**config.mk**
```make
export PLATFORM = sky130hd
export DESIGN_NAME = sfq_top
export DESIGN_NICKNAME = d
export VERILOG_FILES = /design/src/rtl/sfq_pkg.sv /design/src/rtl/sfq_ram.sv /design/src/rtl/sfq_top.sv
export SDC_FILE = /design/constraint.sdc
export NUM_CORES = 1
export LEC_CHECK = 0
export ABC_AREA = 1
export BUFFER_PORTS_ARGS = -buffer_cell sky130_fd_sc_hd__buf_4
export CORE_MARGIN = 2
export CORE_UTILIZATION = 49
export CTS_BUF_LIST = sky130_fd_sc_hd__clkbuf_4
export CTS_CLUSTER_SIZE = 28
export DETAILED_ROUTE_END_ITERATION = 7
export PLACE_DENSITY = 0.63
export SYNTH_ARGS = -nofsm -noshare
export SYNTH_HDL_FRONTEND = slang
export SYNTH_SLANG_ARGS = --single-unit
```
**constraint.sdc**
```tcl
create_clock -name clock -period 5 [get_ports clock]
set_clock_uncertainty 0.05 [all_clocks]
set_input_delay 0.5 -clock clock [delete_from_list [all_inputs] [get_ports clock]]
set_output_delay 0.5 -clock clock [all_outputs]
set_load 0.005 [all_outputs]
```
**src/rtl/sfq_pkg.sv**
```systemverilog
package sfq_pkg;

  // Clock and proximity sampling rate.
  localparam int SFQ_CLK_HZ = 10_000_000;
  localparam int SFQ_PROX_RATE_HZ = 8;
  localparam int SFQ_PROX_TICK_CYCLES = SFQ_CLK_HZ / SFQ_PROX_RATE_HZ;

  // Register indices; the byte address is four times the index.
  localparam logic [5:0] SFQ_IDX_STATUS_MAIN = 6'h00;
  localparam logic [5:0] SFQ_IDX_AUTH_STATUS = 6'h01;
  localparam logic [5:0] SFQ_IDX_IRQ_EN_MAIN = 6'h02;
  localparam logic [5:0] SFQ_IDX_IRQ_EN_AUTH = 6'h03;
  localparam logic [5:0] SFQ_IDX_WRITE_INDEX = 6'h04;
  localparam logic [5:0] SFQ_IDX_READ_INDEX = 6'h05;
  localparam logic [5:0] SFQ_IDX_LOST_COUNT = 6'h06;
  localparam logic [5:0] SFQ_IDX_OCCUPANCY = 6'h07;
  localparam logic [5:0] SFQ_IDX_READ_PORT = 6'h08;
  localparam logic [5:0] SFQ_IDX_THRESH_CFG = 6'h09;
  localparam logic [5:0] SFQ_IDX_QUEUE_CFG = 6'h0A;
  localparam logic [5:0] SFQ_IDX_PROX_THRESH = 6'h10;
  localparam logic [5:0] SFQ_IDX_PILOT_CUR = 6'h11;
  localparam logic [5:0] SFQ_IDX_RATE_SEL = 6'h12;

  // Status and enable bit positions (shared layout).
  localparam int SFQ_BIT_AFULL = 7;
  localparam int SFQ_BIT_DRDY = 6;
  localparam int SFQ_BIT_AMB = 5;
  localparam int SFQ_BIT_PROX = 4;
  localparam int SFQ_BIT_LEDC = 3;
  localparam int SFQ_BIT_TEMP = 2;
  localparam int SFQ_BIT_AUTH = 0;

  // Queue configuration bit positions.
  localparam int SFQ_BIT_FLUSH = 4;
  localparam int SFQ_BIT_STATCLR = 3;
  localparam int SFQ_BIT_AFTYPE = 2;
  localparam int SFQ_BIT_ROLL = 1;

  // Sizes and reset values.
  localparam int SFQ_DEPTH = 128;
  localparam logic [7:0] SFQ_DEPTH_COUNT = 8'h80;
  localparam logic [6:0] SFQ_AFULL_RST = 7'h3F;
  localparam logic [6:0] SFQ_LOST_MAX = 7'h7F;
  localparam logic [7:0] SFQ_BYTE_RST = 8'h00;
  localparam logic [10:0] SFQ_PROX_SCALE_ZEROS = 11'h000;

  // Acquisition mode.
  typedef enum logic {SFQ_MODE_NORMAL, SFQ_MODE_PROX} sfq_mode_t;

endpackage

```
**src/rtl/sfq_ram.sv**
```systemverilog
`timescale 1ns/1ps
// Sample storage with one write port and an asynchronous read port.
module sfq_ram #(
  parameter int WIDTH = 8,
  parameter int DEPTH = 128,
  parameter int AW = 7
) (
  // Clock.
  input wire logic clock,
  // Write side.
  input wire logic wr_en,
  input wire logic [AW-1:0] wr_addr,
  input wire logic [WIDTH-1:0] wr_data,
  // Read side.
  input wire logic [AW-1:0] rd_addr,
  output logic [WIDTH-1:0] rd_data
);

  logic [WIDTH-1:0] mem [DEPTH];

  // Contents are not reset; a flush only moves the pointers.
  always_ff @(posedge clock) begin
    if (wr_en) begin
      mem[wr_addr] <= wr_data;
    end
  end

  assign rd_data = mem[rd_addr];

endmodule // sfq_ram

```
**src/rtl/sfq_top.sv**
```systemverilog
// Register access over APB was decided locally.
`timescale 1ns/1ps
module sfq_top
  import sfq_pkg::*;
#(
  parameter int PROX_TICK_DIV = sfq_pkg::SFQ_PROX_TICK_CYCLES
) (
  // Clock and reset.
  input wire logic clock,
  input wire logic rstn,
  // APB slave.
  input wire logic psel,
  input wire logic penable,
  input wire logic pwrite,
  input wire logic [7:0] paddr,
  input wire logic [31:0] pwdata,
  output logic [31:0] prdata,
  output logic pready,
  output logic pslverr,
  // Acquisition events and data.
  input wire logic sample_valid,
  input wire logic [7:0] sample_data,
  input wire logic auth_done,
  input wire logic ambient_overflow,
  input wire logic led_noncompliant,
  input wire logic temp_ready,
  input wire logic prox_result_valid,
  input wire logic [18:0] prox_result,
  // Acquisition control and interrupt.
  output logic irq,
  output logic proximity_mode,
  output logic slow_tick,
  output logic [7:0] pilot_current,
  output logic [7:0] rate_select
);
  import sfq_pkg::*;

  logic pready_reg, pslverr_reg, irq_reg, tick_reg;
  logic [31:0] prdata_reg;
  logic [7:0] status_reg, status_next, en_main_reg, rate_reg, pilot_reg;
  logic [7:0] prox_thresh_reg, count_reg, count_next, pilot_out_reg;
  logic [7:0] rate_out_reg, rd_mux, target, set_vec, clr_vec;
  logic auth_reg, auth_next, en_auth_reg, statclr_reg, aftype_reg, roll_reg;
  logic [6:0] afull_reg, wr_reg, wr_next, rd_reg, rd_next, lost_reg;
  logic [20:0] div_reg;
  logic [7:0] ram_q;
  sfq_mode_t mode_reg, mode_next;
  logic prox_evt;

  // APB decode; the access phase has one wait state so read data is
  // registered before the master samples it.
  wire [5:0] idx = paddr[7:2];
  wire acc_first = psel & penable & ~pready_reg;
  wire done = psel & penable & pready_reg;
  wire wr_en = done & pwrite;
  wire rd_en = done & ~pwrite;
  wire hit = (idx <= SFQ_IDX_QUEUE_CFG) || (idx == SFQ_IDX_PROX_THRESH) ||
             (idx == SFQ_IDX_PILOT_CUR) || (idx == SFQ_IDX_RATE_SEL);
  wire wr_sel_en_main = wr_en & (idx == SFQ_IDX_IRQ_EN_MAIN);
  wire wr_sel_en_auth = wr_en & (idx == SFQ_IDX_IRQ_EN_AUTH);
  wire wr_sel_rd_idx = wr_en & (idx == SFQ_IDX_READ_INDEX);
  wire wr_sel_thresh = wr_en & (idx == SFQ_IDX_THRESH_CFG);
  wire wr_sel_cfg = wr_en & (idx == SFQ_IDX_QUEUE_CFG);
  wire wr_sel_prox = wr_en & (idx == SFQ_IDX_PROX_THRESH);
  wire wr_sel_pilot = wr_en & (idx == SFQ_IDX_PILOT_CUR);
  wire wr_sel_rate = wr_en & (idx == SFQ_IDX_RATE_SEL);
  wire rd_status = rd_en & (idx == SFQ_IDX_STATUS_MAIN);
  wire rd_auth = rd_en & (idx == SFQ_IDX_AUTH_STATUS);
  wire rd_port = rd_en & (idx == SFQ_IDX_READ_PORT);

  // Flush acts on the write itself; the bit never stores, so reads show 0.
  wire flush = wr_sel_cfg & pwdata[SFQ_BIT_FLUSH];

  // Queue movement. A pop in the same cycle as a full push makes room.
  wire prox_on = en_main_reg[SFQ_BIT_PROX];
  wire in_prox = (mode_reg == SFQ_MODE_PROX);
  wire full = (count_reg == SFQ_DEPTH_COUNT);
  wire pop = rd_port & (count_reg != SFQ_BYTE_RST);
  wire room = ~full | pop;
  wire push_ok = sample_valid &
                 (room | roll_reg | in_prox);
  wire loss = sample_valid & ~room;
  wire rd_bump = push_ok & ~room;
  wire grow = push_ok & room;

  // Read index: flush, then host rewrite, then pop or overwrite.
  assign rd_next = flush ? 7'h00 :
                   wr_sel_rd_idx ? pwdata[6:0] :
                   (pop | rd_bump) ? 7'(rd_reg + 7'h01) : rd_reg;
  assign wr_next = flush ? 7'h00 :
                   push_ok ? 7'(wr_reg + 7'h01) : wr_reg;

  // Occupancy; a host rewrite of the read index recomputes it from the
  // pointer distance, which cannot tell a full queue from an empty one.
  always_comb begin
    count_next = count_reg;
    if (flush) begin
      count_next = SFQ_BYTE_RST;
    end else if (wr_sel_rd_idx) begin
      count_next = {1'b0, 7'(wr_next - pwdata[6:0])};
    end else if (grow & ~pop) begin
      count_next = 8'(count_reg + 8'h01);
    end else if (pop & ~grow) begin
      count_next = 8'(count_reg - 8'h01);
    end
  end

  // Almost-full trigger point and the repeat or once policy.
  assign target = 8'(SFQ_DEPTH_COUNT - {1'b0, afull_reg});
  wire af_before = (count_reg >= target);
  wire af_after = (count_next >= target);
  wire af_evt = push_ok & af_after & (~aftype_reg | ~af_before);

  // Proximity decision against the first slot exposure result.
  wire [18:0] prox_limit = {prox_thresh_reg, SFQ_PROX_SCALE_ZEROS};
  wire below = prox_result < prox_limit;

  always_comb begin
    mode_next = mode_reg;
    prox_evt = 1'b0;
    if (!prox_on) begin
      mode_next = SFQ_MODE_NORMAL;
    end else if (prox_result_valid) begin
      case (mode_reg)
        SFQ_MODE_NORMAL: begin
          if (below) begin
            mode_next = SFQ_MODE_PROX;
            prox_evt = 1'b1;
          end
        end
        SFQ_MODE_PROX: begin
          if (!below) begin
            mode_next = SFQ_MODE_NORMAL;
            prox_evt = 1'b1;
          end
        end
        default: begin
          mode_next = SFQ_MODE_NORMAL;
        end
      endcase
    end
  end

  // Status flags: events set, reads clear, and a set wins over a clear.
  always_comb begin
    set_vec = SFQ_BYTE_RST;
    set_vec[SFQ_BIT_AFULL] = af_evt;
    set_vec[SFQ_BIT_DRDY] = push_ok;
    set_vec[SFQ_BIT_AMB] = ambient_overflow;
    set_vec[SFQ_BIT_PROX] = prox_evt;
    set_vec[SFQ_BIT_LEDC] = led_noncompliant;
    set_vec[SFQ_BIT_TEMP] = temp_ready;
    clr_vec = {8{rd_status}};
    clr_vec[SFQ_BIT_AFULL] = rd_status | (rd_port & statclr_reg);
    clr_vec[SFQ_BIT_DRDY] = rd_status | (rd_port & statclr_reg);
  end
  assign status_next = (status_reg & ~clr_vec | set_vec) & 8'hFC;
  assign auth_next = (auth_reg & ~rd_auth) | auth_done;

  // Read data selection.
  always_comb begin
    rd_mux = SFQ_BYTE_RST;
    case (idx)
      SFQ_IDX_STATUS_MAIN: rd_mux = status_reg;
      SFQ_IDX_AUTH_STATUS: rd_mux = {7'h00, auth_reg};
      SFQ_IDX_IRQ_EN_MAIN: rd_mux = en_main_reg;
      SFQ_IDX_IRQ_EN_AUTH: rd_mux = {7'h00, en_auth_reg};
      SFQ_IDX_WRITE_INDEX: rd_mux = {1'b0, wr_reg};
      SFQ_IDX_READ_INDEX: rd_mux = {1'b0, rd_reg};
      SFQ_IDX_LOST_COUNT: rd_mux = {1'b0, lost_reg};
      SFQ_IDX_OCCUPANCY: rd_mux = count_reg;
      SFQ_IDX_READ_PORT: rd_mux = ram_q;
      SFQ_IDX_THRESH_CFG: rd_mux = {1'b0, afull_reg};
      SFQ_IDX_QUEUE_CFG: rd_mux = {4'h0, statclr_reg, aftype_reg,
                                   roll_reg, 1'b0};
      SFQ_IDX_PROX_THRESH: rd_mux = prox_thresh_reg;
      SFQ_IDX_PILOT_CUR: rd_mux = pilot_reg;
      SFQ_IDX_RATE_SEL: rd_mux = rate_reg;
      default: rd_mux = SFQ_BYTE_RST;
    endcase
  end

  // Sample storage.
  sfq_ram #(
    .WIDTH(8),
    .DEPTH(SFQ_DEPTH),
    .AW(7)
  ) u_ram (
    .clock(clock),
    .wr_en(push_ok),
    .wr_addr(wr_reg),
    .wr_data(sample_data),
    .rd_addr(rd_reg),
    .rd_data(ram_q)
  );

  // Bus answer registers.
  always_ff @(posedge clock or negedge rstn) begin
    if (!rstn) begin
      pready_reg <= 1'b0;
      pslverr_reg <= 1'b0;
      prdata_reg <= 32'h0000_0000;
    end else begin
      pready_reg <= acc_first;
      pslverr_reg <= acc_first & ~hit;
      if (acc_first) begin
        prdata_reg <= pwrite ? 32'h0000_0000 : {24'h00_0000, rd_mux};
      end
    end
  end

  // Software-written configuration.
  always_ff @(posedge clock or negedge rstn) begin
    if (!rstn) begin
      en_main_reg <= SFQ_BYTE_RST;
      en_auth_reg <= 1'b0;
      afull_reg <= SFQ_AFULL_RST;
      statclr_reg <= 1'b0;
      aftype_reg <= 1'b0;
      roll_reg <= 1'b0;
      prox_thresh_reg <= SFQ_BYTE_RST;
      pilot_reg <= SFQ_BYTE_RST;
      rate_reg <= SFQ_BYTE_RST;
    end else begin
      if (wr_sel_en_main) en_main_reg <= pwdata[7:0] & 8'hFC;
      if (wr_sel_en_auth) en_auth_reg <= pwdata[SFQ_BIT_AUTH];
      if (wr_sel_thresh) afull_reg <= pwdata[6:0];
      if (wr_sel_cfg) begin
        statclr_reg <= pwdata[SFQ_BIT_STATCLR];
        aftype_reg <= pwdata[SFQ_BIT_AFTYPE];
        roll_reg <= pwdata[SFQ_BIT_ROLL];
      end
      if (wr_sel_prox) prox_thresh_reg <= pwdata[7:0];
      if (wr_sel_pilot) pilot_reg <= pwdata[7:0];
      if (wr_sel_rate) rate_reg <= pwdata[7:0];
    end
  end

  // Queue state, flags and mode.
  always_ff @(posedge clock or negedge rstn) begin
    if (!rstn) begin
      wr_reg <= 7'h00;
      rd_reg <= 7'h00;
      count_reg <= SFQ_BYTE_RST;
      lost_reg <= 7'h00;
      status_reg <= SFQ_BYTE_RST;
      auth_reg <= 1'b0;
      mode_reg <= SFQ_MODE_NORMAL;
    end else begin
      wr_reg <= wr_next;
      rd_reg <= rd_next;
      count_reg <= count_next;
      if (loss && lost_reg != SFQ_LOST_MAX) begin
        lost_reg <= 7'(lost_reg + 7'h01);
      end
      status_reg <= status_next;
      auth_reg <= auth_next;
      mode_reg <= mode_next;
    end
  end

  // Proximity pacing divider; it only runs in proximity mode so a normal
  // acquisition sees no stray ticks.
  always_ff @(posedge clock or negedge rstn) begin
    if (!rstn) begin
      div_reg <= 21'h00_0000;
      tick_reg <= 1'b0;
    end else if (!in_prox) begin
      div_reg <= 21'h00_0000;
      tick_reg <= 1'b0;
    end else begin
      tick_reg <= (div_reg == 21'(PROX_TICK_DIV - 1));
      div_reg <= (div_reg == 21'(PROX_TICK_DIV - 1)) ? 21'h00_0000 :
                 21'(div_reg + 21'h00_0001);
    end
  end

  // Interrupt and acquisition outputs. In proximity mode the sequencer gets
  // the pilot current, and zero otherwise; the configured rate goes out in both modes.
  always_ff @(posedge clock or negedge rstn) begin
    if (!rstn) begin
      irq_reg <= 1'b0;
      pilot_out_reg <= SFQ_BYTE_RST;
      rate_out_reg <= SFQ_BYTE_RST;
    end else begin
      irq_reg <= (|(status_reg & en_main_reg)) |
                 (auth_reg & en_auth_reg);
      pilot_out_reg <= in_prox ? pilot_reg : SFQ_BYTE_RST;
      rate_out_reg <= rate_reg;
    end
  end

  assign prdata = prdata_reg;
  assign pready = pready_reg;
  assign pslverr = pslverr_reg;
  assign irq = irq_reg;
  assign proximity_mode = (mode_reg == SFQ_MODE_PROX);
  assign slow_tick = tick_reg;
  assign pilot_current = pilot_out_reg;
  assign rate_select = rate_out_reg;
endmodule // sfq_top
```
==> Word level (Yosys, flattened, before mapping) <==
Memories as Yosys holds them, arrays and structs flattened.
Cells that the tools add are included.
{ "totals": {"regBits": 151, "ram_bits": 1024, "out_inout_bits": 53, "elab_cells": 139, "n_memories": 1} }
{ "classes": {"addsub": 8, "n_lt_le_gt_ge": 4, "n_eq_ne": 17, "muxes": 24, "bitwise": 53, "n_reduce_logical": 8} }
{ "mem_list": {"columns": ["memory", "depth", "width", "rd", "rd_clocked_by_memory_dff", "write_ports", "line", "text"], "rows": [
  ["u_ram.mem", 128, 8, 1, 0, 1, "sfq_ram.sv:19", "logic [WIDTH-1:0] mem [DEPTH];"]
]} }
{ "ops": {"columns": ["cell", "n"], "rows": [
  ["8-bit case mux with 14 select lines", 1],
  ["8-bit 2-to-1 mux", 6],
  ["21-bit 2-to-1 mux", 2],
  ["7-bit 2-to-1 mux", 5],
  ["1-bit AND", 30],
  ["6-bit by 3-bit == test with 1-bit output (second input constant)", 4],
  ["21-bit by 1-bit adder with 21-bit output (second input constant)", 1],
  ["7-bit by 1-bit adder with 7-bit output (second input constant)", 3],
  ["21-bit == test (second input constant)", 1],
  ["19-bit less-than comparator", 1],
  ["6-bit by 4-bit == test with 1-bit output (second input constant)", 3],
  ["6-bit by 5-bit == test with 1-bit output (second input constant)", 3],
  ["8-bit AND", 2],
  ["8-bit >= comparator", 2],
  ["6-bit by 2-bit == test with 1-bit output (second input constant)", 2],
  ["1-bit NOT", 11],
  ["1-bit 2-to-1 mux", 9],
  ["8-bit by 1-bit adder with 8-bit output (second input constant)", 1],
  ["8-bit == test (second input constant)", 1],
  ["8-bit NOT", 1],
  ["1-bit bitwise OR", 8],
  ["8-bit bitwise OR", 1],
  ["8-bit nonzero test", 1],
  ["8-bit OR reduction", 1],
  ["other kinds (12)", 14]
]} }

==> Longest topological paths before layout <==
Gate-level depths: netlist of the first run.
{ "depth": {"word_depth": 20, "depth_mapped": 31, "ltp_nobuf": 31} }

==> Cells and area by module <==
From an unflattened synthesis of the first run, not the netlist that was laid out.
{ "unflattened": {"hier_cells": 4533, "hier_area_um2": 49640.1} }
{ "modules_own_cells": {"columns": ["mod", "n_inst", "cells_per_inst", "area_each_um2", "seq_area_each_um2"], "rows": [
  ["sfq_ram", 1, 3567, 41944.0, 30749.5],
  ["sfq_top", 1, 966, 7696.1, 3185.6]
]} }

==> Worst setup path after synthesis of the first run <==
Ideal clock, no wire load.
{ "synth_path": {"path_type": "register to register", "start": "register count_reg[0]", "end": "register status_reg[7]", "setup_time_ps": 130, "arrival_time_ps": 3810, "required_time_ps": 4820, "setup_slack_ps": 1010, "stages_incl_launch_ff": 32, "n_path_buf": 0, "cell_sequence": "dfrtp_1 -> inv_1 -> ha_1 -> nand4_1 -> nor3_2 -> nand3_2 -> nand2_4 -> inv_4 -> nor2_1 -> nor3_1 -> inv_1 -> ha_1 -> inv_1 -> fa_1 -> nand2_1 -> inv_1 -> o21ai_0 -> nand2_1 -> nand2_1 -> nand2_1 -> a21oi_1 -> xor2_1 -> inv_1 -> nand2_1 -> nand2_1 -> nor2_1 -> nor2_1 -> ha_1 -> nand4_1 -> o221ai_1 -> o211ai_1 -> o21ai_0"} }
{ "synth_via": {"elab_cells_between_ends": 29, "classes_between": "add/sub (3); order compare (2); eq/ne (1); mux (6); bitwise (16); reduce/logical (1)"} }
{ "synth_lines": {"columns": ["item", "line", "text"], "rows": [
  ["start: declaration", "sfq_top.sv:41", "logic [7:0] prox_thresh_reg, count_reg, count_next, pilot_out_reg;"],
  ["start signal: assignment", "sfq_top.sv:252", "count_reg <= count_next;"],
  ["8-bit nonzero test / 8-bit == test (equally long branches)", "sfq_top.sv:78, sfq_top.sv:77", null],
  ["1-bit AND / 1-bit NOT (equally long branches)", "sfq_top.sv:78, sfq_top.sv:79", null],
  ["1-bit bitwise OR *", "sfq_top.sv:79", "wire room = ~full | pop;"],
  ["1-bit bitwise OR * (2 in series)", "sfq_top.sv:81", "(room | roll_reg | in_prox);"],
  ["1-bit AND *", "sfq_top.sv:80", "wire push_ok = sample_valid &"],
  ["7-bit 2-to-1 mux *", "sfq_top.sv:91", "push_ok ? 7'(wr_reg + 7'h01) : wr_reg;"],
  ["7-bit 2-to-1 mux *", "sfq_top.sv:90", "assign wr_next = flush ? 7'h00 :"],
  ["net wr_next[0]", "sfq_top.sv:44", "logic [6:0] afull_reg, wr_reg, wr_next, rd_reg, rd_next, lost_reg;"],
  ["7-bit subtractor *", "sfq_top.sv:100", "count_next = {1'b0, 7'(wr_next - pwdata[6:0])};"],
  ["8-bit 2-to-1 mux *", "sfq_top.sv:99", "end else if (wr_sel_rd_idx) begin"],
  ["8-bit 2-to-1 mux *", "sfq_top.sv:97", "if (flush) begin"],
  ["net count_next[6]", "sfq_top.sv:41", null],
  ["8-bit >= comparator *", "sfq_top.sv:111", "wire af_after = (count_next >= target);"],
  ["1-bit AND * (2 in series)", "sfq_top.sv:112", "wire af_evt = push_ok & af_after & (~aftype_reg | ~af_before);"],
  ["8-bit bitwise OR *", "sfq_top.sv:157", "assign status_next = (status_reg & ~clr_vec | set_vec) & 8'hFC;"],
  ["net status_next[7]", "sfq_top.sv:40", "logic [7:0] status_reg, status_next, en_main_reg, rate_reg, pilot_reg;"],
  ["end signal: assignment", "sfq_top.sv:256", "status_reg <= status_next;"],
  ["end: declaration", "sfq_top.sv:40", null]
]} }
Mark *: on every way through the listed nets, which the timed path passes. The rest lies on a longest branch.
A chain may end at the register's enable or synchronous reset.

==> Worst setup path in the final report of the first run <==
Same ends and word-level chain as after synthesis.

==> flow_summary.json, run 1 <==
{
  "die_x_um": 321,
  "wirelength_um": 133000,
  "overflow": 0,
  "place_ws_ps": 432,
  "synthCells": 4459,
  "synth_cell_types": 53,
  "grt_pass1_wl_um": 201000,
  "cp-endpoint": "status_reg[7]",
  "cp.depth": 31,
  "clock_latency_ps": 1130,
  "fillers": 8487,
  "critPathRequiredTime_ps": 5910,
  "area_growth_pct": 11.9,
  "largest_register_ffs": 1024,
  "gp_congestion": 0.914,
  "cp.arrival_ps": 5420,
  "min_path_type": "input port to register",
  "synthTopCellsByArea": "edfxtp_1 (63%), nand3_1 (10%), nand2_1 (10%), dfrtp_1 (6.2%), nor2_1 (1.5%)",
  "cts_sinks": 1151,
  "via_per_inst": 5.57,
  "cp-start-kind": "register",
  "final_antenna_net_count": 0,
  "max_slew.worst_pin.slew_ps": 1110,
  "fin_crit_sh": 0.903,
  "num-nets-final": 4838,
  "grt_usage": 0.258,
  "die_area_sq_um": 103000,
  "clk_pin_slew_ps": 60,
  "p_per_area_nw_per_um2": 389,
  "yosysTopAreaCellShare": 0.626,
  "critical_path_buf_inv_count": 6,
  "period_needed_ps": 4510,
  "crit_family": "simple AND/OR/NAND/NOR gates",
  "min_from": "sample_valid",
  "drc_errors": 0,
  "cts_buffers": 309,
  "hold_viol": 0,
  "netlist_area_sq_um": 49100,
  "reg2reg_depth": 31,
  "synth_top_cell_by_area": "edfxtp_1",
  "post_drt_wl_per_cell_um": 21.3,
  "synth_edf_count": 1024,
  "via_count": 34700,
  "antenna_found_initial": 1,
  "fin_tns_setup_ps": 0,
  "status": "complete, no violations",
  "grt_pass1_vias": 33500,
  "drv_cap": 0,
  "pin_count": 131,
  "drive_gt1_frac": 0.136,
  "fin_util": 0.552,
  "ys_ff_latch": 1151,
  "cts_tree": "yes",
  "coreArea_sq_um": 99700,
  "ys_warn_count": 0,
  "drtIter0Drc": 3820,
  "synth-seq-area-share": 0.691,
  "fin_ws_ps": 486,
  "p_leak_nw": 20.6,
  "worstSetupStartpoint": "count_reg[0]",
  "drt-pass1-iter-count": 6,
  "synth_ff_type": "edfxtp_1",
  "grt_max_degree": 223,
  "cp_common_cell": "nand2_1",
  "critical-path-slowest-cell": "dfrtp_1",
  "r2r-start": "count_reg[0]",
  "hpwl_um": 76600,
  "slew_viol_final": 0,
  "syn_avg_cell_area_sq_um": 11.0,
  "clockBufferDepth": 4,
  "rr_endpoint": "status_reg[7]",
  "grt_setup_unrepaired": "no",
  "die_h_um": 321,
  "path_max_fanout": 9,
  "setup_violations": 0,
  "endpoint_kind": "register",
  "relSlewSlack": 0.259,
  "cpPeakStageDelay_ps": 400,
  "cts-root-buf": "clkbuf_4",
  "synthArstFlopShare": 0.110,
  "r2r_setup_slack_ps": 490,
  "initial_core_util": 0.493,
  "fmax_mhz": 222,
  "irDropWorstVdd_mv": 0.241,
  "htreeDepth": 5,
  "port_buffers": 69,
  "rows": 116,
  "setup.worst_path.class": "register to register"
}
## power by group
| group | switching [mW] | leakage [nW] | total, mW | internal, mW |
|---|---|---|---|---|
| combinational | 1.84 | 7.53 | 2.51 | 0.663 |
| clock | 3.72 | 2.24 | 8.01 | 4.29 |
| sequential | 0.166 | 10.8 | 10.9 | 10.7 |
## synthesized netlist by cell type (all sizes together) (2+ instances only)
library cell  count
nor3b             2
clkbuf           72
o211ai            8
o21bai            3
a211oi            5
nor2            212
buf             201
clkinv            4
ha               36
o21a              2
edfxtp         1024
nand3          1029
dfrtp           121
a21oi            51
dfstp             6
xor2             18
o2111ai          10
nand4            18
o22ai             5
nor4             10
xnor2             2
or2               3
nand2          1357
inv             135
nor3             26
o221ai            3
o21ai            88
## placed cells by master (no fill, tap or decap), drive strengths merged, types with 2 or more instances in the layout
cell,synthesis,routed
a211oi,5,5
a21oi,51,51
buf,201,146
bufinv,0,5
clkbuf,72,442
clkinv,4,64
conb,1,24
dfrtp,121,121
dfstp,6,6
dlygate4sd3,0,56
edfxtp,1024,1024
ha,36,36
inv,135,142
nand2,1357,1358
nand3,1029,1029
nand4,18,18
nor2,212,212
nor3,26,26
nor3b,2,2
nor4,10,10
o2111ai,10,10
o211ai,8,8
o21a,2,2
o21ai,88,88
o21bai,3,3
o221ai,3,3
o22ai,5,5
or2,3,3
xnor2,2,2
xor2,18,18
## stage by stage
stage	hold slack, ps	area, sq um	cells	total power, mW
after floorplan	154	49200	4482	12.5
after global placement	342	50600	5650	13.5
after detailed placement	351	50600	5650	13.5
after CTS	114	55000	6222	21.5
after global routing	160	55000	6225	22.3
final	210	55000	6225	21.4
## cell families after synthesis
kind of cell,count (synthesis),synth area share
AND/OR/NAND/NOR,2658,0.235
flip-flops,1151,0.691
buffers and inverters,412,0.0400
AO/OA/AOI/OAI,180,0.0210
adder cells (fa/ha/maj),37,0.00957
XOR/XNOR,20,0.00356
other,1,0.0000763
## worst min-delay path by stage
stage                endpoint  slack, ps  depth (start not counted)
3_5_place_dp   rate_select[6]        350                          0
5_1_grt         status_reg[6]        160                          4
3_3_place_gp   rate_select[5]        340                          0
4_1_cts          pilot_reg[7]        110                          4
6_report        status_reg[6]        210                          4
2_1_floorplan      aftype_reg        150                          0
## timing repair
action,in CTS,in global routing
hold buffers,58,0
gates resized for setup,0,4
setup buffers,0,2
setup endpoints to repair,0,1
hold endpoints to repair,556,0
## metal layers
layer | up-vias | part of all wire | global-route usage
met3 | 225 | 0.078 | 0.0549
met5 | - | 0 | 0
met4 | 0 | 0.029 | 0.0967
li1 | 16200 | - | -
met1 | 16800 | 0.42 | 0.355
met2 | 1443 | 0.47 | 0.405
## tightest hold or removal path, cell delays in order
cell and delay (ps):
dlygate4sd3_1 530, buf_4 150, nand2_2 90, o21ai_0 80
## area by class of cell
class	instances	area (sq um)	area share
timing repair buffer	202	1810	0.0328
clock buffer	442	3320	0.0603
tap	1298	1620	0.0295
clock inverter	72	415	0.00755
inverter	139	542	0.00985
multi-input combinational	2920	13300	0.243
antenna	1	2.50	0.0000455
sequential	1151	33900	0.617
Note: power is estimated with default switching activity, not from simulation.
==> inputs of run 2 (changes only) <==
RECOVER_POWER = 25   (was unset)
==> flow_summary.json, run 2 (synthesis gave the netlist of run 1 again) <==
{
  "status": "finished, violations left",
  "violations": "max-capacitance violations, max-slew violations",
  "via_count": 34700,
  "drv_cap": 12,
  "whs_ps": 214,
  "grtUsageMet1": 0.355,
  "fillers": 8505,
  "period_needed_ps": 4520,
  "p_leak_nw": 20.5,
  "fmax_mhz": 221,
  "p_total_mw": 21.4,
  "critPathRequiredTime_ps": 5910,
  "cpPeakStageDelay_ps": 400,
  "initial_core_util": 0.493,
  "cp-start-kind": "register",
  "power_frac_clock": 0.375,
  "cts_buffers": 309,
  "die_x_um": 321,
  "top_usage_layer": "met2",
  "path_max_fanout": 9,
  "cts_tree": "yes",
  "p_int_mw": 15.7,
  "via_per_inst": 5.58,
  "drive_gt1_frac": 0.133,
  "fin_tns_setup_ps": 0,
  "post_drt_wl_per_cell_um": 21.3,
  "relSlewSlack": -1.44,
  "die_h_um": 321,
  "clk_pin_slew_ps": 60,
  "fin_util": 0.551,
  "seq_power_share": 0.508,
  "grt_max_degree": 223,
  "met3_usage": 0.0549,
  "endpoint_kind": "register",
  "coreArea_sq_um": 99700,
  "hpwl_um": 76600,
  "irDropWorstVdd_mv": 0.242,
  "instances_no_fill": 6225,
  "max_slew.worst_pin.slew_ps": 3660,
  "p_per_area_nw_per_um2": 389,
  "clockBufferDepth": 4,
  "slew_viol_final": 645,
  "p_sw_frac": 0.268,
  "clock_latency_ps": 1130,
  "overflow": 0,
  "setup_violations": 0,
  "grt_usage": 0.258,
  "drtIter0Drc": 3725,
  "final_antenna_net_count": 0,
  "htreeDepth": 5,
  "final_common_cell": "nand2_1",
  "rows": 116,
  "drt-pass1-iter-count": 6,
  "fin_crit_sh": 0.905,
  "min_path_type": "input port to register",
  "grt_setup_unrepaired": "no",
  "antenna_found_initial": 1,
  "place_area_sq_um": 50600,
  "wirelength_um": 132000,
  "grt_pass1_wl_um": 201000,
  "num-nets-final": 4838,
  "cts-root-buf": "clkbuf_4",
  "power_frac_comb": 0.117,
  "die_area_sq_um": 103000,
  "place_ws_ps": 432,
  "gp_congestion": 0.914,
  "area_growth_pct": 11.8,
  "dp_cells": 5650,
  "reg2reg_depth": 31,
  "switching_power_mw": 5.73,
  "grt_use_met2": 0.405,
  "port_buffers": 69,
  "pin_count": 131,
  "cp_common_cell": "nand2_1",
  "cts_sinks": 1151,
  "fin_ws_ps": 477,
  "largest_register_ffs": 1024,
  "hold_viol": 0,
  "layout_common_cells": "nand2_1 (1351), edfxtp_1 (1024), nand3_1 (1023), clkbuf_4 (443), nor2_1 (200)",
  "cp.arrival_ps": 5430,
  "final_area_sq_um": 54900,
  "critical-path-slowest-cell": "dfrtp_1",
  "setup.worst_path.class": "register to register",
  "hold_path_depth": 4,
  "drc_errors": 0,
  "grt_pass1_vias": 33500
}
-- run 2: cell count changes in the layout (fill, tap and decap cells not counted), sizes merged --
cell and delta:
clkbuf +16, buf -16
-- run 2: worst paths after layout --
kind | startpoint | endpoint | slack, ps
hold / removal | sample_valid | status_reg[6] | 210
max in group asynchronous | rstn | rd_reg[0] | 1920
setup / recovery | count_reg[0] | status_reg[7] | 480
min in group asynchronous | rstn | pilot_current[7] | 1210
hold reg to reg | rate_reg[5] | rate_select[5] | 360
setup reg to reg | count_reg[0] | status_reg[7] | 480
-- run 2: metal layers --
| layer | routed length (um) | share of wire |
|---|---|---|
| met1 | 54800 | 0.41 |
| met5 | 0 | 0 |
| met2 | 62700 | 0.47 |
| met4 | 3930 | 0.030 |
| met3 | 11000 | 0.083 |
-- run 2: worst max-delay path, delay by kind of cell (launching register included) --
family                   cells  cell delay, ps
AO/OA/AOI/OAI                5             650
XOR/XNOR                     1             150
adder cells (fa/ha/maj)      4            1050
buffers and inverters        6             500
flip-flops                   1             400
AND/OR/NAND/NOR             15            1590
-- run 2: layout make-up --
| type | instances | area [sq um] | share of cell area |
|---|---|---|---|
| repair buffers | 202 | 1730 | 0.0314 |
| flip-flops and latches | 1151 | 33900 | 0.618 |
| inverters | 139 | 542 | 0.00986 |
| clock inverters | 72 | 415 | 0.00756 |
| clock buffers | 442 | 3320 | 0.0604 |
| diodes | 1 | 2.50 | 0.0000456 |
| well taps | 1298 | 1620 | 0.0296 |
| multi-input cells | 2920 | 13300 | 0.243 |
-- run 2: repair_timing --
item                                   CTS  global route
endpoints found under the hold margin  556             0
setup endpoints to repair                0             1
buffers inserted                         0             2
hold buffers                            58             0
gates resized for setup                  0             4
-- run 2: power groups by stage --
stage / Sequential, mW / Clock (mW) / Combinational [mW]
6_report: 10.9 / 8.02 / 2.50
3_5_place_dp: 11.1 / 0 / 2.44
4_1_cts: 10.9 / 8.19 / 2.47
3_3_place_gp: 11.1 / 0 / 2.42
5_1_grt: 10.9 / 8.71 / 2.73
2_1_floorplan: 11.0 / 0 / 1.50
